`src/hdl/axis_fault_map.svh`:
```
// Register offsets, fault codes and limits for the axis fault monitor
`ifndef AXIS_FAULT_MAP_SVH
`define AXIS_FAULT_MAP_SVH
`define X_AXIS_FAULT_CODE_OFFSET 8'h0F
`define Y_AXIS_FAULT_CODE_OFFSET 8'h10
`define AXIS_STATUS_OFFSET 8'h11
`define FAULT_CODE_RESET 16'h0000
`define CODE_NONE 16'h0000
`define CODE_DRV_ALARM 16'h0060
`define CODE_ERR_CNT_OVF 16'h0061
`define CODE_CW_OVERTRAVEL 16'h0062
`define CODE_CCW_OVERTRAVEL 16'h0063
`define CODE_BOTH_OVERTRAVEL 16'h0064
`define ERR_CNT_LIMIT 17'h0FFFF
`define STATUS_X_HELD_BIT 0
`define STATUS_Y_HELD_BIT 1
`define STATUS_X_REJECT_BIT 2
`define STATUS_Y_REJECT_BIT 3
`endif

```
`src/hdl/axis_fault_pkg.sv`:
```
// Types for the axis fault monitor
package axis_fault_pkg;
    typedef enum logic [0:0] {
        AXIS_CLEAR = 1'b0,
        AXIS_HELD = 1'b1
    } axis_state_t;
endpackage

```
`src/hdl/axis_fault_channel.sv`:
```
// One axis: fault detection, code hold and command gating
//
// Our own choice: the plain strobed port.
`timescale 1ns/1ps
`include "axis_fault_map.svh"
module axis_fault_channel (
    // Clock and reset
    input wire logic ref_clk,
    input wire logic rst,
    // Axis inputs
    input wire logic drv_alarm,
    input wire logic cw_limit,
    input wire logic ccw_limit,
    input wire logic moving,
    input wire logic [16:0] err_count,
    input wire logic err_reset,
    input wire logic cmd_req,
    // Results
    output logic [15:0] code,
    output logic held,
    output logic cmd_accept,
    output logic cmd_reject
);
    typedef struct packed {
        axis_fault_pkg::axis_state_t state;
        logic [15:0] code;
        logic accept;
        logic reject;
    } chan_t;

    chan_t cur_reg;
    chan_t cur_next;
    logic [15:0] live_code;

    // Priority: alarm, counter overflow, then limit switches
    always_comb begin
        live_code = `CODE_NONE;
        if (drv_alarm) begin
            live_code = `CODE_DRV_ALARM;
        end else if (err_count > `ERR_CNT_LIMIT) begin
            live_code = `CODE_ERR_CNT_OVF;
        end else if (cw_limit && ccw_limit) begin
            live_code = `CODE_BOTH_OVERTRAVEL;
        end else if (cw_limit) begin
            live_code = `CODE_CW_OVERTRAVEL;
        end else if (ccw_limit) begin
            live_code = `CODE_CCW_OVERTRAVEL;
        end
    end

    always_comb begin
        cur_next = cur_reg;
        cur_next.accept = 1'b0;
        cur_next.reject = 1'b0;
        case (cur_reg.state)
            axis_fault_pkg::AXIS_CLEAR: begin
                if (cmd_req && live_code != `CODE_NONE) begin
                    // Still faulted after reset: refuse and re-report
                    cur_next.reject = 1'b1;
                    cur_next.code = live_code;
                    cur_next.state = axis_fault_pkg::AXIS_HELD;
                end else if (drv_alarm || live_code == `CODE_ERR_CNT_OVF
                        || (moving && live_code != `CODE_NONE)) begin
                    cur_next.code = live_code;
                    cur_next.state = axis_fault_pkg::AXIS_HELD;
                    cur_next.reject = cmd_req;
                end else begin
                    cur_next.accept = cmd_req;
                end
            end
            axis_fault_pkg::AXIS_HELD: begin
                cur_next.reject = cmd_req;
                if (err_reset) begin
                    cur_next.code = `CODE_NONE;
                    cur_next.state = axis_fault_pkg::AXIS_CLEAR;
                end
            end
            default: begin
                cur_next.state = axis_fault_pkg::AXIS_CLEAR;
            end
        endcase
    end

    always_ff @(posedge ref_clk) begin
        if (rst) begin
            cur_reg <= '{axis_fault_pkg::AXIS_CLEAR, `FAULT_CODE_RESET,
                1'b0, 1'b0};
        end else begin
            cur_reg <= cur_next;
        end
    end

    assign code = cur_reg.code;
    assign held = (cur_reg.state == axis_fault_pkg::AXIS_HELD);
    assign cmd_accept = cur_reg.accept;
    assign cmd_reject = cur_reg.reject;

    alarm_code_a: assert property (
        @(posedge ref_clk) disable iff (rst)
        (!held && drv_alarm && !err_reset) |=> code == 16'h0060)
        else $error("alarm did not report 0060");
    hold_code_a: assert property (
        @(posedge ref_clk) disable iff (rst)
        (held && !err_reset) |=> $stable(code) && held)
        else $error("held code changed without reset");
    held_reject_a: assert property (
        @(posedge ref_clk) disable iff (rst)
        (held && cmd_req) |=> cmd_reject && !cmd_accept)
        else $error("command accepted while held");
    ovf_code_a: assert property (
        @(posedge ref_clk) disable iff (rst)
        (!held && !drv_alarm && err_count > 17'h0FFFF) |=>
        code == 16'h0061)
        else $error("counter overflow did not report 0061");
    both_limit_a: assert property (
        @(posedge ref_clk) disable iff (rst)
        (!held && !drv_alarm && err_count <= 17'h0FFFF && moving
        && cw_limit && ccw_limit) |=> code == 16'h0064)
        else $error("both limits did not report 0064");
    cw_limit_a: assert property (
        @(posedge ref_clk) disable iff (rst)
        (!held && !drv_alarm && err_count <= 17'h0FFFF && moving
        && cw_limit && !ccw_limit) |=> code == 16'h0062)
        else $error("cw limit did not report 0062");
    ccw_limit_a: assert property (
        @(posedge ref_clk) disable iff (rst)
        (!held && !drv_alarm && err_count <= 17'h0FFFF && moving
        && !cw_limit && ccw_limit) |=> code == 16'h0063)
        else $error("ccw limit did not report 0063");
    retry_reject_a: assert property (
        @(posedge ref_clk) disable iff (rst)
        (!held && cmd_req && (cw_limit || ccw_limit || drv_alarm)) |=>
        cmd_reject && held)
        else $error("command with live fault not rejected");
    reset_release_a: assert property (
        @(posedge ref_clk) disable iff (rst)
        (held && err_reset) |=> !held ##0 code == 16'h0000)
        else $error("error reset did not release axis");
endmodule // axis_fault_channel

```
`src/hdl/axis_fault_monitor.sv`:
```
// Two-axis fault monitor with register read port
// Functional notes
// - X fault code goes to word 0x0F, Y fault code to word 0x10.
// - Driver alarm on flags an axis fault with code 0060.
// - Alarm still on after reset: command rejected, code 0060 again.
// - Error counter beyond 65,535 pulses raises code 0061.
// - CW limit on while moving raises code 0062.
// - CW limit still on after reset and command: code 0062 again.
// - CCW limit on while moving raises code 0063.
// - CCW limit still on after reset and command: code 0063 again.
// - Both limits on while moving raise code 0064.
// - Both limits still on after reset and command: 0064 again.
`timescale 1ns/1ps
`include "axis_fault_map.svh"
module axis_fault_monitor (
    // Clock and reset
    input wire logic ref_clk,
    input wire logic rst,
    // Register port
    input wire logic [7:0] reg_addr,
    input wire logic [15:0] reg_wdata,
    input wire logic reg_wr,
    input wire logic reg_rd,
    output logic [15:0] reg_rdata,
    // Axis inputs, index 0 = X, 1 = Y
    input wire logic [1:0] drv_alarm,
    input wire logic [1:0] cw_limit,
    input wire logic [1:0] ccw_limit,
    input wire logic [1:0] moving,
    input wire logic [16:0] x_err_count,
    input wire logic [16:0] y_err_count,
    input wire logic [1:0] err_reset,
    input wire logic [1:0] cmd_req,
    // Command outcome and status
    output logic [1:0] cmd_accept,
    output logic [1:0] cmd_reject,
    output logic [1:0] axis_fault
);
    typedef struct packed {
        logic [15:0] rdata;
        logic [1:0] accept;
        logic [1:0] reject;
        logic [1:0] fault;
    } top_t;

    top_t cur_reg;
    top_t cur_next;
    logic [15:0] code [2];
    logic [1:0] held;
    logic [1:0] acc;
    logic [1:0] rej;
    logic [16:0] cnt [2];

    assign cnt[0] = x_err_count;
    assign cnt[1] = y_err_count;

    genvar i;
    generate
        for (i = 0; i < 2; i++) begin : g_axis
            axis_fault_channel u_chan (
                .ref_clk(ref_clk),
                .rst(rst),
                .drv_alarm(drv_alarm[i]),
                .cw_limit(cw_limit[i]),
                .ccw_limit(ccw_limit[i]),
                .moving(moving[i]),
                .err_count(cnt[i]),
                .err_reset(err_reset[i]),
                .cmd_req(cmd_req[i]),
                .code(code[i]),
                .held(held[i]),
                .cmd_accept(acc[i]),
                .cmd_reject(rej[i])
            );
        end
    endgenerate

    // Read port; writes have no effect, registers are read-only
    always_comb begin
        cur_next = cur_reg;
        cur_next.rdata = 16'h0000;
        cur_next.accept = acc;
        cur_next.reject = rej;
        cur_next.fault = held;
        if (reg_rd) begin
            case (reg_addr)
                `X_AXIS_FAULT_CODE_OFFSET: cur_next.rdata = code[0];
                `Y_AXIS_FAULT_CODE_OFFSET: cur_next.rdata = code[1];
                `AXIS_STATUS_OFFSET: begin
                    cur_next.rdata = {12'h000, rej, held};
                end
                default: cur_next.rdata = 16'h0000;
            endcase
        end
    end

    always_ff @(posedge ref_clk) begin
        if (rst) begin
            cur_reg <= '0;
        end else begin
            cur_reg <= cur_next;
        end
    end

    assign reg_rdata = cur_reg.rdata;
    assign cmd_accept = cur_reg.accept;
    assign cmd_reject = cur_reg.reject;
    assign axis_fault = cur_reg.fault;

    x_word_read_a: assert property (
        @(posedge ref_clk) disable iff (rst)
        (reg_rd && reg_addr == 8'h0F) |=> reg_rdata == $past(code[0]))
        else $error("X word read mismatch");
    y_word_read_a: assert property (
        @(posedge ref_clk) disable iff (rst)
        (reg_rd && reg_addr == 8'h10) |=> reg_rdata == $past(code[1]))
        else $error("Y word read mismatch");
endmodule // axis_fault_monitor

```
`config.mk`:
```
export PLATFORM = sky130hd
export DESIGN_NAME = axis_fault_monitor
export DESIGN_NICKNAME = d
export VERILOG_FILES = /design/src/hdl/axis_fault_pkg.sv /design/src/hdl/axis_fault_channel.sv /design/src/hdl/axis_fault_monitor.sv
export VERILOG_INCLUDE_DIRS = /design/src /design/src/hdl
export SDC_FILE = /design/constraint.sdc
export NUM_CORES = 1
export LEC_CHECK = 0
export BUFFER_PORTS_ARGS = -buffer_cell sky130_fd_sc_hd__buf_2
export CORE_UTILIZATION = 42
export DETAILED_ROUTE_END_ITERATION = 12
export GPL_TIMING_DRIVEN = 0
export PLACE_DENSITY_LB_ADDON = 0.1
export SKIP_CTS_REPAIR_TIMING = 1
export SLEW_MARGIN = 20
export SYNTH_ARGS = -nofsm -noshare
export SYNTH_HDL_FRONTEND = slang
export SYNTH_SLANG_ARGS = --single-unit
```
`constraint.sdc`:
```
create_clock -name ref_clk -period 3.95 [get_ports ref_clk]
set_input_delay 0.1975 -clock ref_clk [delete_from_list [all_inputs] [get_ports ref_clk]]
set_output_delay 0.1975 -clock ref_clk [all_outputs]
set_load 0.005 [all_outputs]
```
; Yosys cells after proc, flatten, opt, wreduce, memory -nomap -nowiden
; Cells that the tools add are included.
[op_classes]
order_cmp = 2
n_eq_ne = 9
mux = 25
bitwise = 3
reduce_logical = 17
[op_table]
columns = operator, n
row1 = $mux W16, 8
row2 = $mux W17, 6
row3 = $pmux W17 S2, 2
row4 = $pmux W16 S3, 1
row5 = $gt A17 B16 Y1 const B, 2
row6 = $eq A16 B7 Y1 const B, 2
row7 = $reduce_bool A16 Y1, 2
row8 = $eq A8 B5 Y1 const B, 2
row9 = $mux W7, 2
row10 = $eq A8 B4 Y1 const B, 1
row11 = $reduce_or A4 Y1, 2
row12 = $logic_and A1 B1 Y1, 6
row13 = $ne A3 B1 Y1 const B, 2
row14 = $logic_or A1 B1 Y1, 4
row15 = $mux W1, 4
row16 = $ne A2 B2 Y1 const B, 2
row17 = $pmux W1 S2, 2
row18 = $reduce_and A2 Y1, 2
row19 = $not A1 Y1, 3
row20 = $reduce_or A2 Y1, 1
[word_totals]
register_bits = 60
inputBits = 74
wordCells = 68

; Longest topological paths before layout
; Gate-level depths: netlist of the first run.
[depth]
word_depth = 11
depth_mapped = 6
depth_no_buf = 5

; Modules after synthesis
; From an unflattened synthesis of the first run, not the netlist that was laid out.
[hier_totals]
hier_cells = 209
hier_area_um2 = 2001.9
[by_module_without_submodules]
columns = mod, n_inst, cells_each, area_each_um2
row1 = axis_fault_channel, 2, 56, 505.5
row2 = axis_fault_monitor, 1, 97, 991.0

; Least setup slack after synthesis of the first run
; Ideal clock, no wire load.
[synth_timing]
kind = input port to flip-flop
startpoint = in cw_limit[0]
endpoint = reg g_axis[0].u_chan.cur_reg (netlist bit g_axis[0].u_chan.code[0])
setup_time_ps = 92
arrival_ps = 1535
path_slack_ps = 2323
cell_stages = 6
n_path_buf = 1
cell_sequence = inv_1 ha_1 or4b_1 buf_2 nor3b_4 o32ai_1
[synth_between]
elab_chain_len = 9
word_cells_on_any_way = 16
[synth_rtl]
columns = element, line
row1 = "start, declared", axis_fault_monitor.sv:27  ; input wire logic [1:0] cw_limit,
row2 = $mux W16 or $logic_and A1 B1 Y1 (tied branches), "axis_fault_channel.sv:44, axis_fault_channel.sv:42"
row3 = $mux W16 *, axis_fault_channel.sv:42  ; end else if (cw_limit && ccw_limit) begin
row4 = $mux W16 *, axis_fault_channel.sv:40  ; end else if (err_count > `ERR_CNT_LIMIT) begin
row5 = $mux W16 *, axis_fault_channel.sv:38  ; if (drv_alarm) begin
row6 = $eq A16 B7 Y1 (no source line) or $reduce_bool A16 Y1 (tied branches), --
row7 = $logic_or A1 B1 Y1 (no source line) or $logic_and A1 B1 Y1 (tied branches), --
row8 = $logic_or A1 B1 Y1, axis_fault_channel.sv:62  ; end else if (drv_alarm || live_code == `CODE_ERR_CNT_OVF
row9 = $ne A3 B1 Y1 (no source line), --
row10 = $reduce_and A2 Y1 (no source line), --
row11 = "end signal, assigned", axis_fault_channel.sv:86  ; cur_reg <= '{axis_fault_pkg::AXIS_CLEAR, `FAULT_CODE_RESET,
row12 = "end signal, assigned", axis_fault_channel.sv:89  ; cur_reg <= cur_next;
row13 = "end, declared", axis_fault_channel.sv:31  ; chan_t cur_reg;
; Every way passes the cells marked *; elsewhere a longest branch is shown, timed or not. The select of a mux whose other input is x is not followed.
; A chain may end at the register's enable or synchronous reset.

; Worst setup path in the final report of the first run
[layout_timing]
startpoint = reg g_axis[1].u_chan.cur_reg (netlist bit g_axis[1].u_chan.held)
endpoint = reg g_axis[1].u_chan.cur_reg (netlist bit g_axis[1].u_chan.code[2])
[layout_between]
elab_chain_len = 3
word_cells_on_any_way = 5
[layout_rtl]
columns = element, line
row1 = "start, declared", axis_fault_channel.sv:31
row2 = "start signal, assigned", axis_fault_channel.sv:86
row3 = "start signal, assigned", axis_fault_channel.sv:89
row4 = $not A1 Y1, axis_fault_channel.sv:55  ; case (cur_reg.state)
row5 = $ne A3 B1 Y1 (no source line), --
row6 = $reduce_and A2 Y1 (no source line), --
; Parallel ways exist; a longest one is shown, timed or not.

==> metrics, run 1 <==
outcome=complete, but fails checks; failing checks=DRC; sequential power share=60.6%; register bit total from synthesis=26; total clock sinks=26; Port Buf Inserts=46; largest area contributor in the netlist=dfxtp_1; Comb power frac=16.0%; HPWL Detailed=1960 um; clock slew seen by the registers of the worst setup and hold paths=0.13 ns; vias in the first global route=985; 1st-iter DRT viols=42; Root Driver=clkbuf_4; min Tclk post-route=1.62 ns; Syn. warnings=0; Worst Hold Class=in2reg; core region area=2810 sq um; crit path buf inv count=0; drt pass-1 iters=8; final period utilization=40.9%; vias after detailed routing=1094; Top Ports=96; total routed wirelength=2420 um; crit path kind=reg2reg; global-route wire length before repair=4170 um; Yosys cell types=38; cells after synthesis=130; post-synthesis sequential area ratio=41.4%; grt total ovfl=0; Synth-to-Final Area Change=23.2%; Antenna diodes=0; largest net degree at the start of global routing=14; relative slew slack=35.9%; RePlAce Congestion=0.825; RSZ-0062 raised after global routing=no; Die Y-Extent=56.7 um; hold_sp=err_reset[0]; initial antenna violation count=0; Post-layout nets=261; CP Cell Sequence=nor4_1 -> o211ai_1 -> nand3_1; row cnt=19; CTS Buffer Depth=2; Clk network pwr share=23.4%; cells on worst reg2reg path=3; Synth top area share=41.4%; max_cap viols=0; Clock Skews=0.00639 ns; Starting Density=44.8%; reg-to-reg critical path endpoint=g_axis[1].u_chan.code[2]; GRT Total Usage=16.7%; Syn Std Cell Area=1260 sq um; Slowest-stage cell, CP=nor4_1; Crit. Startpoint=g_axis[1].u_chan.held; Crit. End Element=flop; Die ar.=3220 sq um; total power=460 uW; Final Setup Violations=0; end of the critical path=g_axis[1].u_chan.code[2]; R2R Setup Slk=2.33 ns; worst slew pin tran=0.953 ns; cell family with most CP delay=simple AND/OR/NAND/NOR gates; CTS H-tree lvls=1; P_int=346 uW; routed len/inst=11.5 um; sw frac=24.8%; DRC=10; CP Data Required Time=4.22 ns; Cell Pwr Density=297 nW/um^2; Pleak=0.725 nW; CTS tree=built; slowest cell delay on critical path=0.84 ns; WP depth=3; Slew Viols, Final=0; crit path DAT=1.89 ns; clock latency on the worst-skew pair=0.32 ns; number of nets with antenna violations after routing=0; setup_tns=0 ns; Worst VDD drop=112 uV; reg2reg start=g_axis[1].u_chan.held; CTS Buf Count=3; P_sw=114 uW; Avg Inst Size Synth=9.67 sq um; Post-Synthesis Net Count=210; Final Hold Viols=0; CP Launch Type=flop; Via density=5.21; share of cells above drive strength 1=38.0%; Synth area leaders=dfxtp_1, buf_4, ha_1; Die Wd=56.7 um; max frequency=619 MHz; Max FO, Critical Path=7
## cell type report
type                            count  area, sq um
Fill cell                         283         1260
Multi-Input combinational cell     84          623
Sequential cell                    26          520
Timing Repair Buffer               46          230
Buffer                             13         87.6
Tap cell                           31         38.8
Inverter                            7         26.3
Clock buffer                        3         22.5
## cells by family after synthesis
kind of cell / share of synthesized area, %
mux: 2.69
other cells: 0.298
fa+ha+maj: 5.97
compound gates: 14.1
simple gates: 26.5
buf+inv: 9.05
flops: 41.4
## metal layers
| layer | wire, um | vias up | track usage [%] |
|---|---|---|---|
| met4 | 34 | 0 | 10.0 |
| li1 | - | 571 | - |
| met3 | 147 | 3 | 1.84 |
| met5 | 0 | - | 0 |
| met2 | 1060 | 44 | 27.4 |
| met1 | 1190 | 476 | 20.9 |
## metrics by stage
stage                     instance area (sq um)  hold slack, ns  instances  utilization (%)  setup WS, ns
after floorplan                            1260           0.307        130                -          2.32
after global placement                     1530           0.414        207             54.4          2.17
after detailed placement                   1530           0.425        207             54.4          2.13
after CTS                                  1550          0.0724        210             55.2          2.33
after global routing                       1550          0.0757        210             55.2          2.09
final                                      1550          0.0847        210             55.2          2.33
## layout by cell type, fill, tap and decap left out, types with 2 or more instances in the layout
cell type,Yosys,routed
nand3_1,3,3
o31ai_1,2,2
buf_4,10,10
mux2_2,3,3
nor3_1,4,4
o211ai_1,2,2
nor4b_1,3,3
a21oi_1,4,4
clkbuf_4,0,3
a221oi_1,2,2
clkbuf_1,2,2
or2_2,4,4
nand2b_1,6,6
ha_1,6,6
and3b_1,2,2
inv_1,7,7
buf_2,1,47
o2111ai_1,2,2
dfxtp_1,26,26
o32ai_1,2,2
nor4_1,3,3
a32oi_1,3,3
nor2_1,7,7
a311o_1,2,2
nand3b_1,5,5
nor2b_1,6,6
## power by group through the flow
stage	Sequential [mW]	Combinational, mW	Clock, mW
6_report	0.279	0.0737	0.107
3_3_place_gp	0.285	0.0715	0
2_1_floorplan	0.283	0.0425	0
3_5_place_dp	0.285	0.0737	0
5_1_grt	0.281	0.0835	0.119
4_1_cts	0.279	0.0741	0.112
## how the worst min path moves through the flow
stage          slack (ns)  cells after the start                     to
2_1_floorplan        0.31                      1          axis_fault[1]
3_3_place_gp         0.41                      2  g_axis[0].u_chan.held
3_5_place_dp         0.43                      1          cmd_accept[0]
4_1_cts              0.07                      2  g_axis[0].u_chan.held
5_1_grt              0.08                      2  g_axis[0].u_chan.held
6_report             0.08                      2  g_axis[0].u_chan.held
## state kept, by name, summed over array words and instances, names as in the netlist
name and flops:
cmd_accept 2, cmd_reject 2, g_axis.u_chan.cmd_reject 2, reg_rdata 6, axis_fault 2, g_axis.u_chan.held 2
g_axis.u_chan.code 8, g_axis.u_chan.cmd_accept 2
## cells in the mapped netlist
cell,instances
a2111oi_0,1
a211oi_1,1
a21oi_1,4
a221oi_1,2
a311o_1,2
a32oi_1,3
and2b_1,1
and3_1,1
and3b_1,2
and4_1,1
and4b_1,1
buf_2,1
buf_4,10
clkbuf_1,2
conb_1,1
dfxtp_1,26
ha_1,6
inv_1,7
mux2_2,3
nand2_1,1
nand2b_1,6
nand3_1,3
nand3b_1,5
nor2_1,7
nor2b_1,6
nor3_1,4
nor3b_4,1
nor4_1,3
nor4b_1,3
o2111ai_1,2
o211ai_1,2
o21ai_0,1
o21bai_1,1
o31ai_1,2
o32ai_1,2
or2_2,4
or3_1,1
or4b_1,1
(Power assumes the default switching activity.)
==> inputs of run 2 (changes only) <==
--- a/config.mk
+++ b/config.mk
@@ -7,7 +7,7 @@
 export NUM_CORES = 1
 export LEC_CHECK = 0
 export BUFFER_PORTS_ARGS = -buffer_cell sky130_fd_sc_hd__buf_2
-export CORE_UTILIZATION = 42
+export CORE_UTILIZATION = 35
 export DETAILED_ROUTE_END_ITERATION = 12
 export GPL_TIMING_DRIVEN = 0
 export PLACE_DENSITY_LB_ADDON = 0.1
==> constraint.sdc (replaced) <==
create_clock -name ref_clk -period 1.35 [get_ports ref_clk]
set_input_delay 0.0675 -clock ref_clk [delete_from_list [all_inputs] [get_ports ref_clk]]
set_output_delay 0.0675 -clock ref_clk [all_outputs]
set_load 0.005 [all_outputs]
==> metrics, run 2 (synthesis gave the netlist of run 1 again) <==
crit path DAT=1.46 ns (-0.43 ns); DRC=0 (-10); CTS H-tree lvls=1 (unchanged); Clock Skews=0.00436 ns (-0.00203 ns); Placed Instances=222 (+7.2%); row cnt=21 (+2); Pleak=0.748 nW (+3.1%); CP Data Required Time=1.59 ns (-2.63 ns); Comb power frac=16.4% (+0.4 points); Slew Viols, Final=0 (unchanged); P_int=1.08 mW (+210%); core region area=3390 sq um (+21%); GRT Total Usage=14.7% (-2.0 points); relative slew slack=46.3% (+10 points); max reg flops=8 (unchanged); Hold WS=0.0214 ns (-0.0634 ns); clock latency on the worst-skew pair=0.31 ns (about the same); Starting Density=37.1% (-7.7 points); Final Hold Viols=0 (unchanged); Root Driver=clkbuf_4; Post-layout nets=264 (+1.1%); CP Launch Type=input port; most frequent cells in the layout=buf_2, dfxtp_1, buf_4; global-route wire length before repair=4060 um (-2.5%); crit path kind=in2reg; worst slew pin tran=0.794 ns (-0.159 ns); CTS Buffer Depth=2 (unchanged); RePlAce Congestion=0.723 (-12%); final instance area=1660 sq um (+6.9%); dpl ws=-0.312 ns (-2.44 ns); CTS tree=built; routed len/inst=11.5 um (-0.31%); largest net degree at the start of global routing=15 (+1); DP Area=1570 sq um (+2.8%); share of cells above drive strength 1=41.0% (+3.0 points); register area=520 sq um (unchanged); clock slew seen by the registers of the worst setup and hold paths=0.14 ns (about the same); max_cap viols=0 (unchanged); Top Ports=96 (unchanged); Crit. End Element=flop; sequential power share=56.9% (-3.7 points); final core occ=48.9% (-6.3 points); Die ar.=3840 sq um (+19%); Final Setup Violations=0 (unchanged); P_sw=356 uW (+210%); initial antenna violation count=0 (unchanged); Max FO, Critical Path=6 (-1); max frequency=816 MHz; Clk network pwr share=26.7% (+3.3 points); Cell Pwr Density=870 nW/um^2 (+190%); vias after detailed routing=1110 (+1.5%); sw frac=24.7% (-0.13 points); Die Y-Extent=61.9 um (+9.2%); 1st-iter DRT viols=14 (-67%); Fillers=368 (+30%); final period utilization=90.7%; commonest non-fill, non-tap cell in the layout=buf_2; total routed wirelength=2630 um (+8.7%); Port Buf Inserts=46 (unchanged); Antenna diodes=0 (unchanged); total clock sinks=26 (unchanged); total power=1.44 mW (+210%); final worst slack=0.125 ns (-2.21 ns); number of nets with antenna violations after routing=0 (unchanged); HPWL Detailed=2090 um (+6.9%); CTS Buf Count=3 (unchanged); Post-Layout Cell Count=229 (+9.0%); drt pass-1 iters=3 (-5); Synth-to-Final Area Change=31.7%; min Tclk post-route=1.23 ns; Multi-input gate area=659 sq um (+5.8%); vias in the first global route=954 (-3.1%); Via density=4.85 (-7.0%); Worst VDD drop=322 uV (+190%); Worst Hold Class=in2reg; grt total ovfl=0 (unchanged); outcome=finished, final reports clean; Die Wd=61.9 um (+9.2%); setup_tns=0 ns (unchanged)
## run 2: changes by cell type in the layout (fill, tap and decap cells not counted), sizes merged
cell | previous run | this run
clkbuf | 5 | 6
dlygate4sd3 | 0 | 3
## run 2: power by group through the flow
stage	Combinational [mW]	Clock, mW	Sequential [mW]
5_1_grt	0.268	0.426	0.825
6_report	0.236	0.385	0.819
3_5_place_dp	0.225	0	0.835
4_1_cts	0.226	0.391	0.818
2_1_floorplan	0.130	0	0.829
3_3_place_gp	0.220	0	0.833
## run 2: area by class of cell
cell class / instances / share of cell area (%)
Clock buffer: 4 / 2.19
Sequential cell: 26 / 31.4
Timing Repair Buffer: 49 / 15.7
Multi-Input combinational cell: 84 / 39.8
Tap cell: 46 / 3.47
Inverter: 7 / 1.74
Buffer: 13 / 5.66
## run 2: path summary, 6_finish.rpt
check	startpoint	endpoint	slack [ns]	cells past startpoint
setup / recovery	ccw_limit[0]	g_axis[0].u_chan.code[0]	0.12	7
hold / removal	cmd_req[1]	g_axis[1].u_chan.cmd_reject	0.02	3
setup reg to reg	g_axis[1].u_chan.held	g_axis[1].u_chan.code[6]	0.14	3
hold reg to reg	g_axis[1].u_chan.cmd_accept	cmd_accept[1]	0.45	1
## run 2: critical path, stage by stage
cell and delay (ns):
buf_2 0.13, inv_4 0.04, ha_4 0.22, or4b_1 0.48
buf_6 0.15, nor3b_4 0.15, o32ai_1 0.21
## run 2: metal layers
| metal | wire length [um] | share of wire (%) | up-vias | track usage [%] |
|---|---|---|---|---|
| li1 | - | - | 578 | - |
| met1 | 1370 | 52 | 487 | 19.9 |
| met2 | 1100 | 42 | 41 | 22.3 |
| met3 | 118 | 4.5 | 4 | 1.86 |
| met4 | 50 | 1.9 | 0 | 8.57 |
| met5 | 0 | 0 | - | 0 |
